$ cat config.mk
export PLATFORM = sky130hd
export DESIGN_NAME = irc_regs
export DESIGN_NICKNAME = d
export VERILOG_FILES = /design/src/rtl/irc_pkg.sv /design/src/rtl/irc_rate_decode.sv /design/src/rtl/irc_regs.sv
export SDC_FILE = /design/constraint.sdc
export NUM_CORES = 1
export LEC_CHECK = 0
export BUFFER_PORTS_ARGS = -buffer_cell sky130_fd_sc_hd__buf_2
export CELL_PAD_IN_SITES_DETAIL_PLACEMENT = 2
export CELL_PAD_IN_SITES_GLOBAL_PLACEMENT = 2
export CORE_UTILIZATION = 34
export DETAILED_ROUTE_END_ITERATION = 16
export PLACE_DENSITY_LB_ADDON = 0.1
export RECOVER_POWER = 100
export SLEW_MARGIN = 20
export SYNTH_ARGS = -nofsm -noshare
export SYNTH_HDL_FRONTEND = slang
export SYNTH_SLANG_ARGS = --single-unit
$ cat constraint.sdc
create_clock -name pclk -period 26.3 [get_ports pclk]
set_clock_uncertainty 0.15 [all_clocks]
set_input_delay 1.315 -clock pclk [delete_from_list [all_inputs] [get_ports pclk]]
set_output_delay 1.315 -clock pclk [all_outputs]
set_load 0.03 [all_outputs]
$ cat src/rtl/irc_pkg.sv
// Purpose: shared constants and types for the rate converter control registers
// Assumes: 32-bit apb data, registers at byte address four times their index
// Notes: none
package irc_pkg;
    // ----------------------------------------------------------------
    // register indices and byte address width
    // ----------------------------------------------------------------
    localparam logic [11:0] CONV1_HIGH_RATE_CTRL_IDX = 12'hef0;
    localparam logic [11:0] CONV1_LOW_RATE_CTRL_IDX = 12'hef1;
    localparam logic [11:0] CONV1_PATH_ENABLES_IDX = 12'hef2;
    localparam logic [11:0] CONV2_HIGH_RATE_CTRL_IDX = 12'hef3;
    localparam logic [11:0] PATH_REFUSED_IDX = 12'hef8;
    localparam logic [11:0] CLOCK_BUDGET_IDX = 12'hef9;
    localparam int ADDR_W = 14;

    // ----------------------------------------------------------------
    // field layout and reset values
    // ----------------------------------------------------------------
    localparam int RATE_SEL_LSB = 11;
    localparam int RATE_SEL_MSB = 14;
    localparam int UP_EN_LSB = 12;
    localparam int UP_EN_MSB = 15;
    localparam int DOWN_EN_LSB = 6;
    localparam int DOWN_EN_MSB = 9;
    localparam logic [3:0] RATE_SEL_RST = 4'h0;
    localparam logic [3:0] PATH_EN_RST = 4'h0;
    localparam logic [7:0] CLOCK_BUDGET_RST = 8'hff;

    // ----------------------------------------------------------------
    // rate select code table
    // ----------------------------------------------------------------
    localparam logic [3:0] RATE_SYS_ONE = 4'h0;
    localparam logic [3:0] RATE_SYS_TWO = 4'h1;
    localparam logic [3:0] RATE_SYS_THREE = 4'h2;
    localparam logic [3:0] RATE_ASYNC_ONE = 4'h8;
    localparam logic [3:0] RATE_ASYNC_TWO = 4'h9;

    typedef enum logic [2:0] {
        IRC_RATE_SYS1 = 3'b000,
        IRC_RATE_SYS2 = 3'b001,
        IRC_RATE_SYS3 = 3'b010,
        IRC_RATE_ASYNC1 = 3'b100,
        IRC_RATE_ASYNC2 = 3'b101,
        IRC_RATE_RSVD = 3'b111
    } irc_rate_t;

    typedef struct packed {
        logic [3:0] conv1_high_rate_sel;
        logic [3:0] conv1_low_rate_sel;
        logic [3:0] conv1_upsample_path_en;
        logic [3:0] conv1_downsample_path_en;
        logic [3:0] conv2_high_rate_sel;
    } irc_ctrl_t;

    // ----------------------------------------------------------------
    // software wait between selector clear and rate change
    // ----------------------------------------------------------------
    localparam int CLK_MHZ = 125;
    localparam int RATE_CHANGE_WAIT_US = 125;
    localparam int RATE_CHANGE_WAIT_CYC = RATE_CHANGE_WAIT_US * CLK_MHZ;
endpackage : irc_pkg

$ cat src/rtl/irc_rate_decode.sv
// Purpose: decode one 4-bit rate select code into rate and clock domain
// Assumes: codes follow the shared rate table
// Notes: purely combinational
`timescale 1ns/1ns
module irc_rate_decode (
    input wire logic [3:0] code, // rate select field
    output irc_pkg::irc_rate_t rate, // decoded rate
    output logic async_dom, // 1 when rate is on the async clock
    output logic reserved // 1 for a reserved code
);
    always_comb begin
        case (code)
            irc_pkg::RATE_SYS_ONE: rate = irc_pkg::IRC_RATE_SYS1;
            irc_pkg::RATE_SYS_TWO: rate = irc_pkg::IRC_RATE_SYS2;
            irc_pkg::RATE_SYS_THREE: rate = irc_pkg::IRC_RATE_SYS3;
            irc_pkg::RATE_ASYNC_ONE: rate = irc_pkg::IRC_RATE_ASYNC1;
            irc_pkg::RATE_ASYNC_TWO: rate = irc_pkg::IRC_RATE_ASYNC2;
            default: rate = irc_pkg::IRC_RATE_RSVD;
        endcase
    end

    assign async_dom = rate[2];
    assign reserved = (rate == irc_pkg::IRC_RATE_RSVD);
endmodule // irc_rate_decode

$ cat src/rtl/irc_regs.sv
// Purpose: apb register bank steering the isochronous rate converters
// Assumes: apb slave, zero wait states, 32-bit data, word per register
// Notes: path enables are gated by a clock budget supplied by the clock monitor
`timescale 1ns/1ns
module irc_regs #(
    parameter int PATHS = 4, // paths per direction
    parameter int BUDGET_W = 8 // width of cycle budget counts
) (
    input wire logic pclk, // apb clock
    input wire logic presetn, // async active-low reset
    input wire logic psel, // apb select
    input wire logic penable, // apb access phase
    input wire logic pwrite, // apb direction
    input wire logic [irc_pkg::ADDR_W-1:0] paddr, // apb byte address
    input wire logic [31:0] pwdata, // apb write data
    input wire logic [3:0] pstrb, // apb byte strobes
    output logic pready, // apb ready, always one
    output logic [31:0] prdata, // apb read data
    output logic pslverr, // apb error on unmapped access
    input wire logic [BUDGET_W-1:0] sys_cycles_free, // spare core cycles
    input wire logic [BUDGET_W-1:0] async_cycles_free, // spare async cycles
    output irc_pkg::irc_ctrl_t ctrl, // fields to the converters
    output logic conv1_async_dom, // converter one runs on async clock
    output logic conv1_rate_reserved // a converter one field holds reserved code
);
    // ----------------------------------------------------------------
    // bus decode
    // ----------------------------------------------------------------
    function automatic logic [irc_pkg::ADDR_W-1:0] byte_addr(input logic [11:0] idx);
        byte_addr = {idx, 2'b00};
    endfunction

    logic access;
    logic wr_en;
    logic hit_h1, hit_l1, hit_en1, hit_h2, hit_ref, hit_bud, mapped;
    logic lane1_we;
    logic [15:0] wdata16;

    assign access = psel && penable;
    assign hit_h1 = (paddr == byte_addr(irc_pkg::CONV1_HIGH_RATE_CTRL_IDX));
    assign hit_l1 = (paddr == byte_addr(irc_pkg::CONV1_LOW_RATE_CTRL_IDX));
    assign hit_en1 = (paddr == byte_addr(irc_pkg::CONV1_PATH_ENABLES_IDX));
    assign hit_h2 = (paddr == byte_addr(irc_pkg::CONV2_HIGH_RATE_CTRL_IDX));
    assign hit_ref = (paddr == byte_addr(irc_pkg::PATH_REFUSED_IDX));
    assign hit_bud = (paddr == byte_addr(irc_pkg::CLOCK_BUDGET_IDX));
    assign mapped = hit_h1 | hit_l1 | hit_en1 | hit_h2 | hit_ref | hit_bud;
    assign wr_en = access && pwrite && mapped;
    // every field lives in bits 15:0, so only byte lanes 0 and 1 matter
    assign lane1_we = pstrb[1];
    assign wdata16 = pwdata[15:0];
    assign pready = 1'b1;
    assign pslverr = access && !mapped;

    // ----------------------------------------------------------------
    // rate select fields
    // ----------------------------------------------------------------
    logic [3:0] conv1_high_rate_sel_ff;
    logic [3:0] conv1_low_rate_sel_ff;
    logic [3:0] conv2_high_rate_sel_ff;

    always_ff @(posedge pclk or negedge presetn) begin
        if (!presetn) begin
            conv1_high_rate_sel_ff <= irc_pkg::RATE_SEL_RST;
            conv1_low_rate_sel_ff <= irc_pkg::RATE_SEL_RST;
            conv2_high_rate_sel_ff <= irc_pkg::RATE_SEL_RST;
        end else if (wr_en && lane1_we) begin
            // bits 14:11 sit wholly in lane 1, so only pstrb[1] gates the write
            if (hit_h1) begin
                conv1_high_rate_sel_ff <= wdata16[irc_pkg::RATE_SEL_MSB:irc_pkg::RATE_SEL_LSB];
            end
            if (hit_l1) begin
                conv1_low_rate_sel_ff <= wdata16[irc_pkg::RATE_SEL_MSB:irc_pkg::RATE_SEL_LSB];
            end
            if (hit_h2) begin
                conv2_high_rate_sel_ff <= wdata16[irc_pkg::RATE_SEL_MSB:irc_pkg::RATE_SEL_LSB];
            end
        end
    end

    // ----------------------------------------------------------------
    // clock budget: cycles one path needs, one value for both domains
    // ----------------------------------------------------------------
    logic [BUDGET_W-1:0] cost_ff;

    always_ff @(posedge pclk or negedge presetn) begin
        if (!presetn) begin
            cost_ff <= BUDGET_W'(irc_pkg::CLOCK_BUDGET_RST);
        end else if (wr_en && hit_bud && pstrb[0]) begin
            cost_ff <= pwdata[BUDGET_W-1:0];
        end
    end

    // ----------------------------------------------------------------
    // path enables with underclock refusal
    // ----------------------------------------------------------------
    logic conv1_async;
    logic high_rsvd, low_rsvd;
    irc_pkg::irc_rate_t high_rate, low_rate;

    irc_rate_decode u_dec_high (
        .code(conv1_high_rate_sel_ff),
        .rate(high_rate),
        .async_dom(conv1_async),
        .reserved(high_rsvd)
    );

    irc_rate_decode u_dec_low (
        .code(conv1_low_rate_sel_ff),
        .rate(low_rate),
        .async_dom(),
        .reserved(low_rsvd)
    );

    function automatic logic [3:0] count_ones(input logic [2*PATHS-1:0] v);
        logic [3:0] n;
        n = 4'h0;
        for (int i = 0; i < 2 * PATHS; i++) begin
            n = n + {3'b000, v[i]};
        end
        count_ones = n;
    endfunction

    logic [PATHS-1:0] up_en_ff, down_en_ff;
    logic [PATHS-1:0] nxt_up_en, nxt_down_en;
    logic [2*PATHS-1:0] refused_ff;
    logic [2*PATHS-1:0] req, active, newly, granted;
    logic [BUDGET_W-1:0] avail;
    logic [BUDGET_W+3:0] used;

    assign avail = conv1_async ? async_cycles_free : sys_cycles_free;
    assign req = {wdata16[irc_pkg::UP_EN_MSB:irc_pkg::UP_EN_LSB],
                  wdata16[irc_pkg::DOWN_EN_MSB:irc_pkg::DOWN_EN_LSB]};
    assign active = {up_en_ff, down_en_ff};
    assign newly = req & ~active;

    // new paths are granted in priority from bit 15 down; each takes cost_ff cycles
    always_comb begin
        granted = '0;
        used = '0;
        for (int i = 2 * PATHS - 1; i >= 0; i--) begin
            if (newly[i] && (used + {4'h0, cost_ff}) <= {4'h0, avail}) begin
                granted[i] = 1'b1;
                used = used + {4'h0, cost_ff};
            end
        end
    end

    always_comb begin
        nxt_up_en = up_en_ff;
        nxt_down_en = down_en_ff;
        if (wr_en && hit_en1) begin
            // clearing always allowed; already active paths stay untouched
            if (pstrb[1]) begin
                nxt_up_en = (req[2*PATHS-1:PATHS] & up_en_ff) | granted[2*PATHS-1:PATHS];
            end
            if (pstrb[1] || pstrb[0]) begin
                nxt_down_en = (req[PATHS-1:0] & down_en_ff) | granted[PATHS-1:0];
            end
        end
    end

    always_ff @(posedge pclk or negedge presetn) begin
        if (!presetn) begin
            up_en_ff <= irc_pkg::PATH_EN_RST;
            down_en_ff <= irc_pkg::PATH_EN_RST;
        end else begin
            up_en_ff <= nxt_up_en;
            down_en_ff <= nxt_down_en;
        end
    end

    // sticky record of refused enables; a refusal in the clear cycle wins
    logic [2*PATHS-1:0] refuse_now;
    assign refuse_now = (wr_en && hit_en1) ? (newly & ~granted) : '0;

    always_ff @(posedge pclk or negedge presetn) begin
        if (!presetn) begin
            refused_ff <= '0;
        end else begin
            if (wr_en && hit_ref && pstrb[0]) begin
                refused_ff <= (refused_ff & ~pwdata[2*PATHS-1:0]) | refuse_now;
            end else begin
                refused_ff <= refused_ff | refuse_now;
            end
        end
    end

    // ----------------------------------------------------------------
    // read back
    // ----------------------------------------------------------------
    function automatic logic [31:0] rate_word(input logic [3:0] sel);
        rate_word = {17'h00000, sel, 11'h000};
    endfunction

    logic [31:0] rd_mux;

    always_comb begin
        rd_mux = 32'h0000_0000;
        if (hit_h1) rd_mux = rate_word(conv1_high_rate_sel_ff);
        if (hit_l1) rd_mux = rate_word(conv1_low_rate_sel_ff);
        if (hit_h2) rd_mux = rate_word(conv2_high_rate_sel_ff);
        if (hit_en1) rd_mux = {16'h0000, up_en_ff, 2'b00, down_en_ff, 6'h00};
        if (hit_ref) rd_mux = {24'h000000, refused_ff};
        if (hit_bud) rd_mux = {{(32-BUDGET_W){1'b0}}, cost_ff};
    end

    always_ff @(posedge pclk or negedge presetn) begin
        if (!presetn) begin
            prdata <= 32'h0000_0000;
        end else if (psel && !penable && !pwrite) begin
            prdata <= rd_mux;
        end
    end

    assign ctrl = '{conv1_high_rate_sel: conv1_high_rate_sel_ff,
                    conv1_low_rate_sel: conv1_low_rate_sel_ff,
                    conv1_upsample_path_en: up_en_ff,
                    conv1_downsample_path_en: down_en_ff,
                    conv2_high_rate_sel: conv2_high_rate_sel_ff};
    assign conv1_async_dom = conv1_async;
    assign conv1_rate_reserved = high_rsvd | low_rsvd | (high_rate == irc_pkg::IRC_RATE_RSVD)
                                 | (low_rate == irc_pkg::IRC_RATE_RSVD);
endmodule // irc_regs

### After elaboration in Yosys (flattened, before gate mapping)

Cells that the tools add are included.

* flip-flop bits (word level): 68
* input port bits: 71
* word-level logic and storage cells: 116

* $add $sub $neg: 7
* magnitude comparators: 8
* equal/unequal tests: 16
* mux-type cells: 26
* bitwise logic cells: 20
* reductions and logical operators: 31

Operators by type and width (number)
* $mux W32: 5
* $add A12 B8 Y12: 7
* $eq A14 B14 Y1 const B: 6
* $le A12 B8 Y1: 7
* $mux W12: 6
* $mux W8: 4
* $pmux W3 S5: 2
* $and A8 B8 Y8: 3
* $not A8 Y8: 3
* $logic_and A1 B1 Y1: 20
* $eq A4 B4 Y1 const B: 4
* $or A8 B8 Y8: 2
* $mux W15: 1
* $reduce_and A2 Y1: 5
* $and A4 B4 Y4: 2
* $eq A4 B1 Y1 const B: 2
* $eq A4 B2 Y1 const B: 2
* $le A8 B8 Y1: 1
* $logic_not A4 Y1: 2
* $mux W1: 8
* $or A1 B1 Y1: 8
* $or A4 B4 Y4: 2
* $eq A3 B3 Y1 const B: 2
* $logic_not A1 Y1: 3
* $logic_or A1 B1 Y1: 1

### Depth between registers and ports, before layout

* word-level depth: 39
* gate-level depth with buffers: 117
* gate-level depth less buffers: 109

### Cells and area by module

Synthesis repeated with hierarchy kept, for this count alone.

* cells, all modules: 798
* area total of the unflattened synthesis: 6942.9 µm²

Modules (own cells, without submodules)
* irc_regs: times used 1, cells an instance 786, area an instance 6857.8 µm², seq. area each 1286.2 µm²
* irc_rate_decode: times used 2, cells an instance 6, area an instance 42.5 µm², seq. area each 0.0 µm²

### Worst setup path before layout

Ideal clock, no wire load.

* path type: input port to flip-flop
* start: input port async_cycles_free[5]
* end: register refused_ff[0]
* arrival time: 22.688 ns
* data required time: 26.028 ns
* path slack: 3.341 ns
* stages: 106
* cell sequence: mux2i_1 > ha_1 > a21oi_1 > nor2_1 > a211oi_1 > a32oi_1 > buf_4 > nor2_1 > o21ai_0 > ha_1 > and3_1 > a221oi_1 > a31o_2 > and3_1 > clkbuf_1 > nor4_1 > a211o_1 > fa_1 > (+70 left out) > and3b_1 > buf_2 > inv_1 > mux2_2 > ha_1 > fa_1 > a21o_1 > a21oi_1 > o21bai_1 > a21oi_1 > xnor2_1 > ha_1 > a21o_1 > a21oi_1 > o21ai_0 > o31ai_1 > a21oi_1 > a32o_1

* word-level cells in the longest chain between the ends: 37
* elaborated cells on any way between the ends: 38

Ends and longest elaborated chain
* start, declared: line irc_regs.sv:21 `input wire logic [BUDGET_W-1:0] async_cycles_free,`
* $mux W8 *: line irc_regs.sv:130 `assign avail = conv1_async ? async_cycles_free : sys_cycles_free;`
* $le A8 B8 Y1: line irc_regs.sv:141 `if (newly[i] && (used + {4'h0, cost_ff}) <= {4'h0, avail}) begin`
* $logic_and A1 B1 Y1: line irc_regs.sv:141
* $mux W8: line irc_regs.sv:141
* $add A12 B8 Y12: line irc_regs.sv:141, irc_regs.sv:143
* $le A12 B8 Y1: line irc_regs.sv:141
* $logic_and A1 B1 Y1: line irc_regs.sv:141
* $mux W12: line irc_regs.sv:141
* (+21 left out)
* $le A12 B8 Y1 *: line irc_regs.sv:141
* $logic_and A1 B1 Y1 *: line irc_regs.sv:141
* $mux W1 *: line irc_regs.sv:141
* $not A8 Y8 *: line irc_regs.sv:174 `assign refuse_now = (wr_en && hit_en1) ? (newly & ~granted) : '0;`
* $and A8 B8 Y8 *: line irc_regs.sv:174
* $mux W8 *: line irc_regs.sv:174
* $or A8 B8 Y8 (on tied branches): line irc_regs.sv:183, irc_regs.sv:181
* $mux W8 *: line irc_regs.sv:180 `if (wr_en && hit_ref && pstrb[0]) begin`
* end signal, assigned: line irc_regs.sv:181 `refused_ff <= (refused_ff & ~pwdata[2*PATHS-1:0]) | refuse_now;`
* end signal, assigned: line irc_regs.sv:183 `refused_ff <= refused_ff | refuse_now;`
* end, declared: line irc_regs.sv:125 `logic [2*PATHS-1:0] refused_ff;`

Every way passes the cells marked *; elsewhere a longest branch is shown, timed or not.
A chain may end at the register's enable or synchronous reset.

### Final worst setup path

* start: input port sys_cycles_free[4]
* end: register refused_ff[0]

* word-level cells in the longest chain between the ends: 37
* elaborated cells on any way between the ends: 38

Ends and longest elaborated chain
* start, declared: line irc_regs.sv:20 `input wire logic [BUDGET_W-1:0] sys_cycles_free,`
* $mux W8 *: line irc_regs.sv:130
* $le A8 B8 Y1: line irc_regs.sv:141
* $logic_and A1 B1 Y1: line irc_regs.sv:141
* $mux W8: line irc_regs.sv:141
* $add A12 B8 Y12: line irc_regs.sv:141, irc_regs.sv:143
* $le A12 B8 Y1: line irc_regs.sv:141
* $logic_and A1 B1 Y1: line irc_regs.sv:141
* $mux W12: line irc_regs.sv:141
* (+21 left out)
* $le A12 B8 Y1 *: line irc_regs.sv:141
* $logic_and A1 B1 Y1 *: line irc_regs.sv:141
* $mux W1 *: line irc_regs.sv:141
* $not A8 Y8 *: line irc_regs.sv:174
* $and A8 B8 Y8 *: line irc_regs.sv:174
* $mux W8 *: line irc_regs.sv:174
* $or A8 B8 Y8 (on tied branches): line irc_regs.sv:183, irc_regs.sv:181
* $mux W8 *: line irc_regs.sv:180

Marked as above.

==> results.tsv <==
metric	value	unit
outcome	finished, violations left	
failing checks	capacitance limit, slew limit	
CTS tree	yes	
largest net degree at the start of global routing	52	
Post-synth EDFFs	0	
Final Instance Area	0.00783	mm^2
WL/cell	22.9	um
clk slew on worst S/H paths	70	ps
final hold viol count	0	
die height	144	um
global routing's busiest layer	met2	
antenna violations before repair	0	
worst skew pair latency	290	ps
effective utilization at floorplan	35.0	%
Register-to-Register Setup Slack	1610	ps
IO buf count	89	
Max Fclk	0.0404	GHz
Num CTS Buffers	5	
Avg Cell Area, Syn	8.38	um^2
Reg2Reg Depth	105	
Area Growth Syn to Fin	13.9	%
share of layout cells above drive strength 1	16.8	%
worst path required time	26330	ps
die width	144	um
CP max stage delay	550	ps
DR DRC count	0	
Slew @ Worst Pin	2840	ps
sequential cell area fraction in the yosys report	18.7	%
met1 Use GR	33.7	%
DRT Wirelength	27000	um
clk buf depth	2	
DR iter-0 viols	200	
Primary FF master, synth	dfrtp_1	
IO Pins	127	
post-synthesis instance total	820	
clock sink total	51	
max_slew headroom	-89.5	%
dpl hpwl	21500	um
vias per cell	5.75	
Setup WS pre-CTS	-2.50	ps
nature of the critical path startpoint	primary input	
critical path's slowest cell	or4b_1	
via count	6771	
grt met3 use	2.52	%
Max Cap Violations	1	
critical path endpoint	refused_ff[0]	
CP Max Fanout	15	
synth warn	0	
P per Cell Area	32.7	mW/mm^2
Leakage	0.00387	uW
Final setup viols	0	
Async SR Flop Fraction	100	%
H-tree lvl count	2	
Core Util, Final	39.8	%
Peak supply drop	0.0259	mV
vias in the first global route	7416	
grt ovf	0	
Critical Path AT	24770	ps
Final nets	1095	
routability cong.	0.828	
met2 global-route usage	46.2	%
final period utilization	94.0	%
first-pass GRT wire length	41300	um
Core ar.	0.0197	mm^2
fin. max-slew vios	52	
CP Class	primary input to flip-flop	
Mapped Area	0.00687	mm^2
post-route ant nets	0	
Period minus WS final	24740	ps
Hold Buf Count CTS	0	
Hold WS	326	ps
HP Class	flip-flop to flip-flop	
post-synthesis cell type count	75	
Total Routing Usage GR	26.2	%
Reg-to-Reg End	refused_ff[0]	
Inserted Diodes	0	
flops & latches, synth	51	
setup ws final	1560	ps
Worst Setup SP	sys_cycles_free[4]	
# rows	51	
Clock Tree Root	clkbuf_16	
crit-path most repeated cell	ha_1	
placed cell areas	0.00758	mm^2
RR Startpoint	conv1_high_rate_sel_ff[1]	
CP endpoint kind	flip-flop	
drt first pass iters	4	
Die ar.	0.0208	mm^2
## sequential cells by signal, summed over array words and instances (netlist names)
name	flops
prdata	15
cost_ff	8
refused_ff	8
conv1_high_rate_sel_ff	4
conv1_low_rate_sel_ff	4
conv2_high_rate_sel_ff	4
down_en_ff	4
up_en_ff	4
## cell type report
type                            instances  area, um^2
Clock buffer                            6         139
Clock inverter                          2        35.0
Fill cell                            2344       11800
Multi-Input combinational cell        707        5340
Tap cell                              265         332
Sequential cell                        51        1290
Timing Repair Buffer                  107         543
Inverter                               40         158
## cell usage after synthesis, types with 5 or more instances
| cell | count | area [um^2] |
|---|---|---|
| mux2_2 | 28 | 315 |
| clkbuf_1 | 14 | 52.6 |
| o31ai_1 | 14 | 105 |
| a211oi_1 | 10 | 75.1 |
| nor2b_1 | 14 | 87.6 |
| nor3_1 | 12 | 60.1 |
| inv_1 | 38 | 143 |
| and2_1 | 8 | 50.1 |
| mux2i_1 | 17 | 170 |
| nand2b_1 | 15 | 93.8 |
| nor4_1 | 9 | 56.3 |
| ha_1 | 106 | 1330 |
| buf_4 | 19 | 143 |
| nand3_1 | 16 | 80.1 |
| o211ai_1 | 5 | 37.5 |
| xor2_1 | 11 | 96.3 |
| a21o_1 | 25 | 188 |
| o21a_1 | 5 | 37.5 |
| nand2_1 | 87 | 327 |
| o21bai_1 | 10 | 75.1 |
| a21oi_1 | 57 | 285 |
| or2_2 | 7 | 43.8 |
| o21ai_0 | 43 | 215 |
| a31oi_1 | 8 | 50.1 |
| a32o_1 | 5 | 50.1 |
| nand4_1 | 8 | 50.1 |
| o22a_1 | 5 | 43.8 |
| dfstp_2 | 8 | 210 |
| dfrtp_1 | 43 | 1080 |
| nor2_1 | 56 | 210 |
| fa_1 | 6 | 120 |
| and4_1 | 5 | 43.8 |
| xnor2_1 | 25 | 219 |
## cells by family after synthesis
family	share of synthesized area, %
xor gates and xnor gates	4.59
and+or+nand+nor	18.7
AOI/OAI and AO/OA	22.0
other	0.109
muxes	8.70
adders and majority gates	21.5
DFF	18.7
buffers and inverters	5.75
## where the power goes
group / internal, uW / switching, uW
registers: 78.4 / 0.0288
logic: 39.4 / 60.2
clock network: 47.4 / 30.6
## cells in the final DEF, fill, tap and decap left out, types with 4 or more instances in the layout
cell         n
ha_1       106
nand2_1     86
a21oi_1     56
nor2_1      55
buf_2       52
dfrtp_1     43
o21ai_0     42
inv_1       38
clkbuf_1    38
mux2_2      27
a21o_1      25
xnor2_1     25
conb_1      18
mux2i_1     16
buf_4       16
nand2b_1    15
nor2b_1     14
nand3_1     13
o31ai_1     13
nor3_1      12
xor2_1      11
o21bai_1    10
nand4_1      8
nor4_1       8
and2_1       8
a31oi_1      8
a211oi_1     8
dfstp_2      8
or2_2        7
fa_1         6
and4_1       5
o211ai_1     5
o22a_1       5
clkbuf_16    5
o21a_1       4
o22ai_1      4
or3_1        4
nand3b_1     4
a32o_1       4
## repair_timing
item | CTS | global route
buffers inserted | 3 | 1
resized for setup | 0 | 21
pin swaps | 1 | 1
gates cloned | 0 | 0
endpoints found under the setup margin | 1 | 2
## how the worst min path moves through the flow
| stage | from | to | cells past startpoint |
|---|---|---|---|
| 2_1_floorplan | refused_ff[3] | refused_ff[3] | 2 |
| 4_1_cts | refused_ff[3] | refused_ff[3] | 2 |
| 3_5_place_dp | refused_ff[3] | refused_ff[3] | 2 |
| 6_report | refused_ff[3] | refused_ff[3] | 2 |
| 3_3_place_gp | prdata[15] | prdata[15] | 2 |
| 5_1_grt | refused_ff[3] | refused_ff[3] | 2 |
## per-layer routing
layer	up-vias	wire [um]
met4	0	809
li1	3173	-
met3	41	726
met5	-	0
met1	3426	12000
met2	131	13400
## worst max-delay path, delay by kind of cell
family	cells	cell delay (ps)
adders and majority gates	17	5470
muxes	2	370
and+or+nand+nor	27	5920
AOI/OAI and AO/OA	45	9610
xor gates and xnor gates	6	1040
buffers and inverters	6	970
## per-stage QoR
step / total power [uW] / TNS, ps / std cells
floorplan: 149 / 0 / 836
global placement: 172 / 0 / 1166
detailed placement: 177 / -2.50 / 1166
CTS: 255 / 0 / 1177
global route: 272 / -8.64 / 1178
finish: 256 / 0 / 1178
Power figures use the tool's default switching activity.
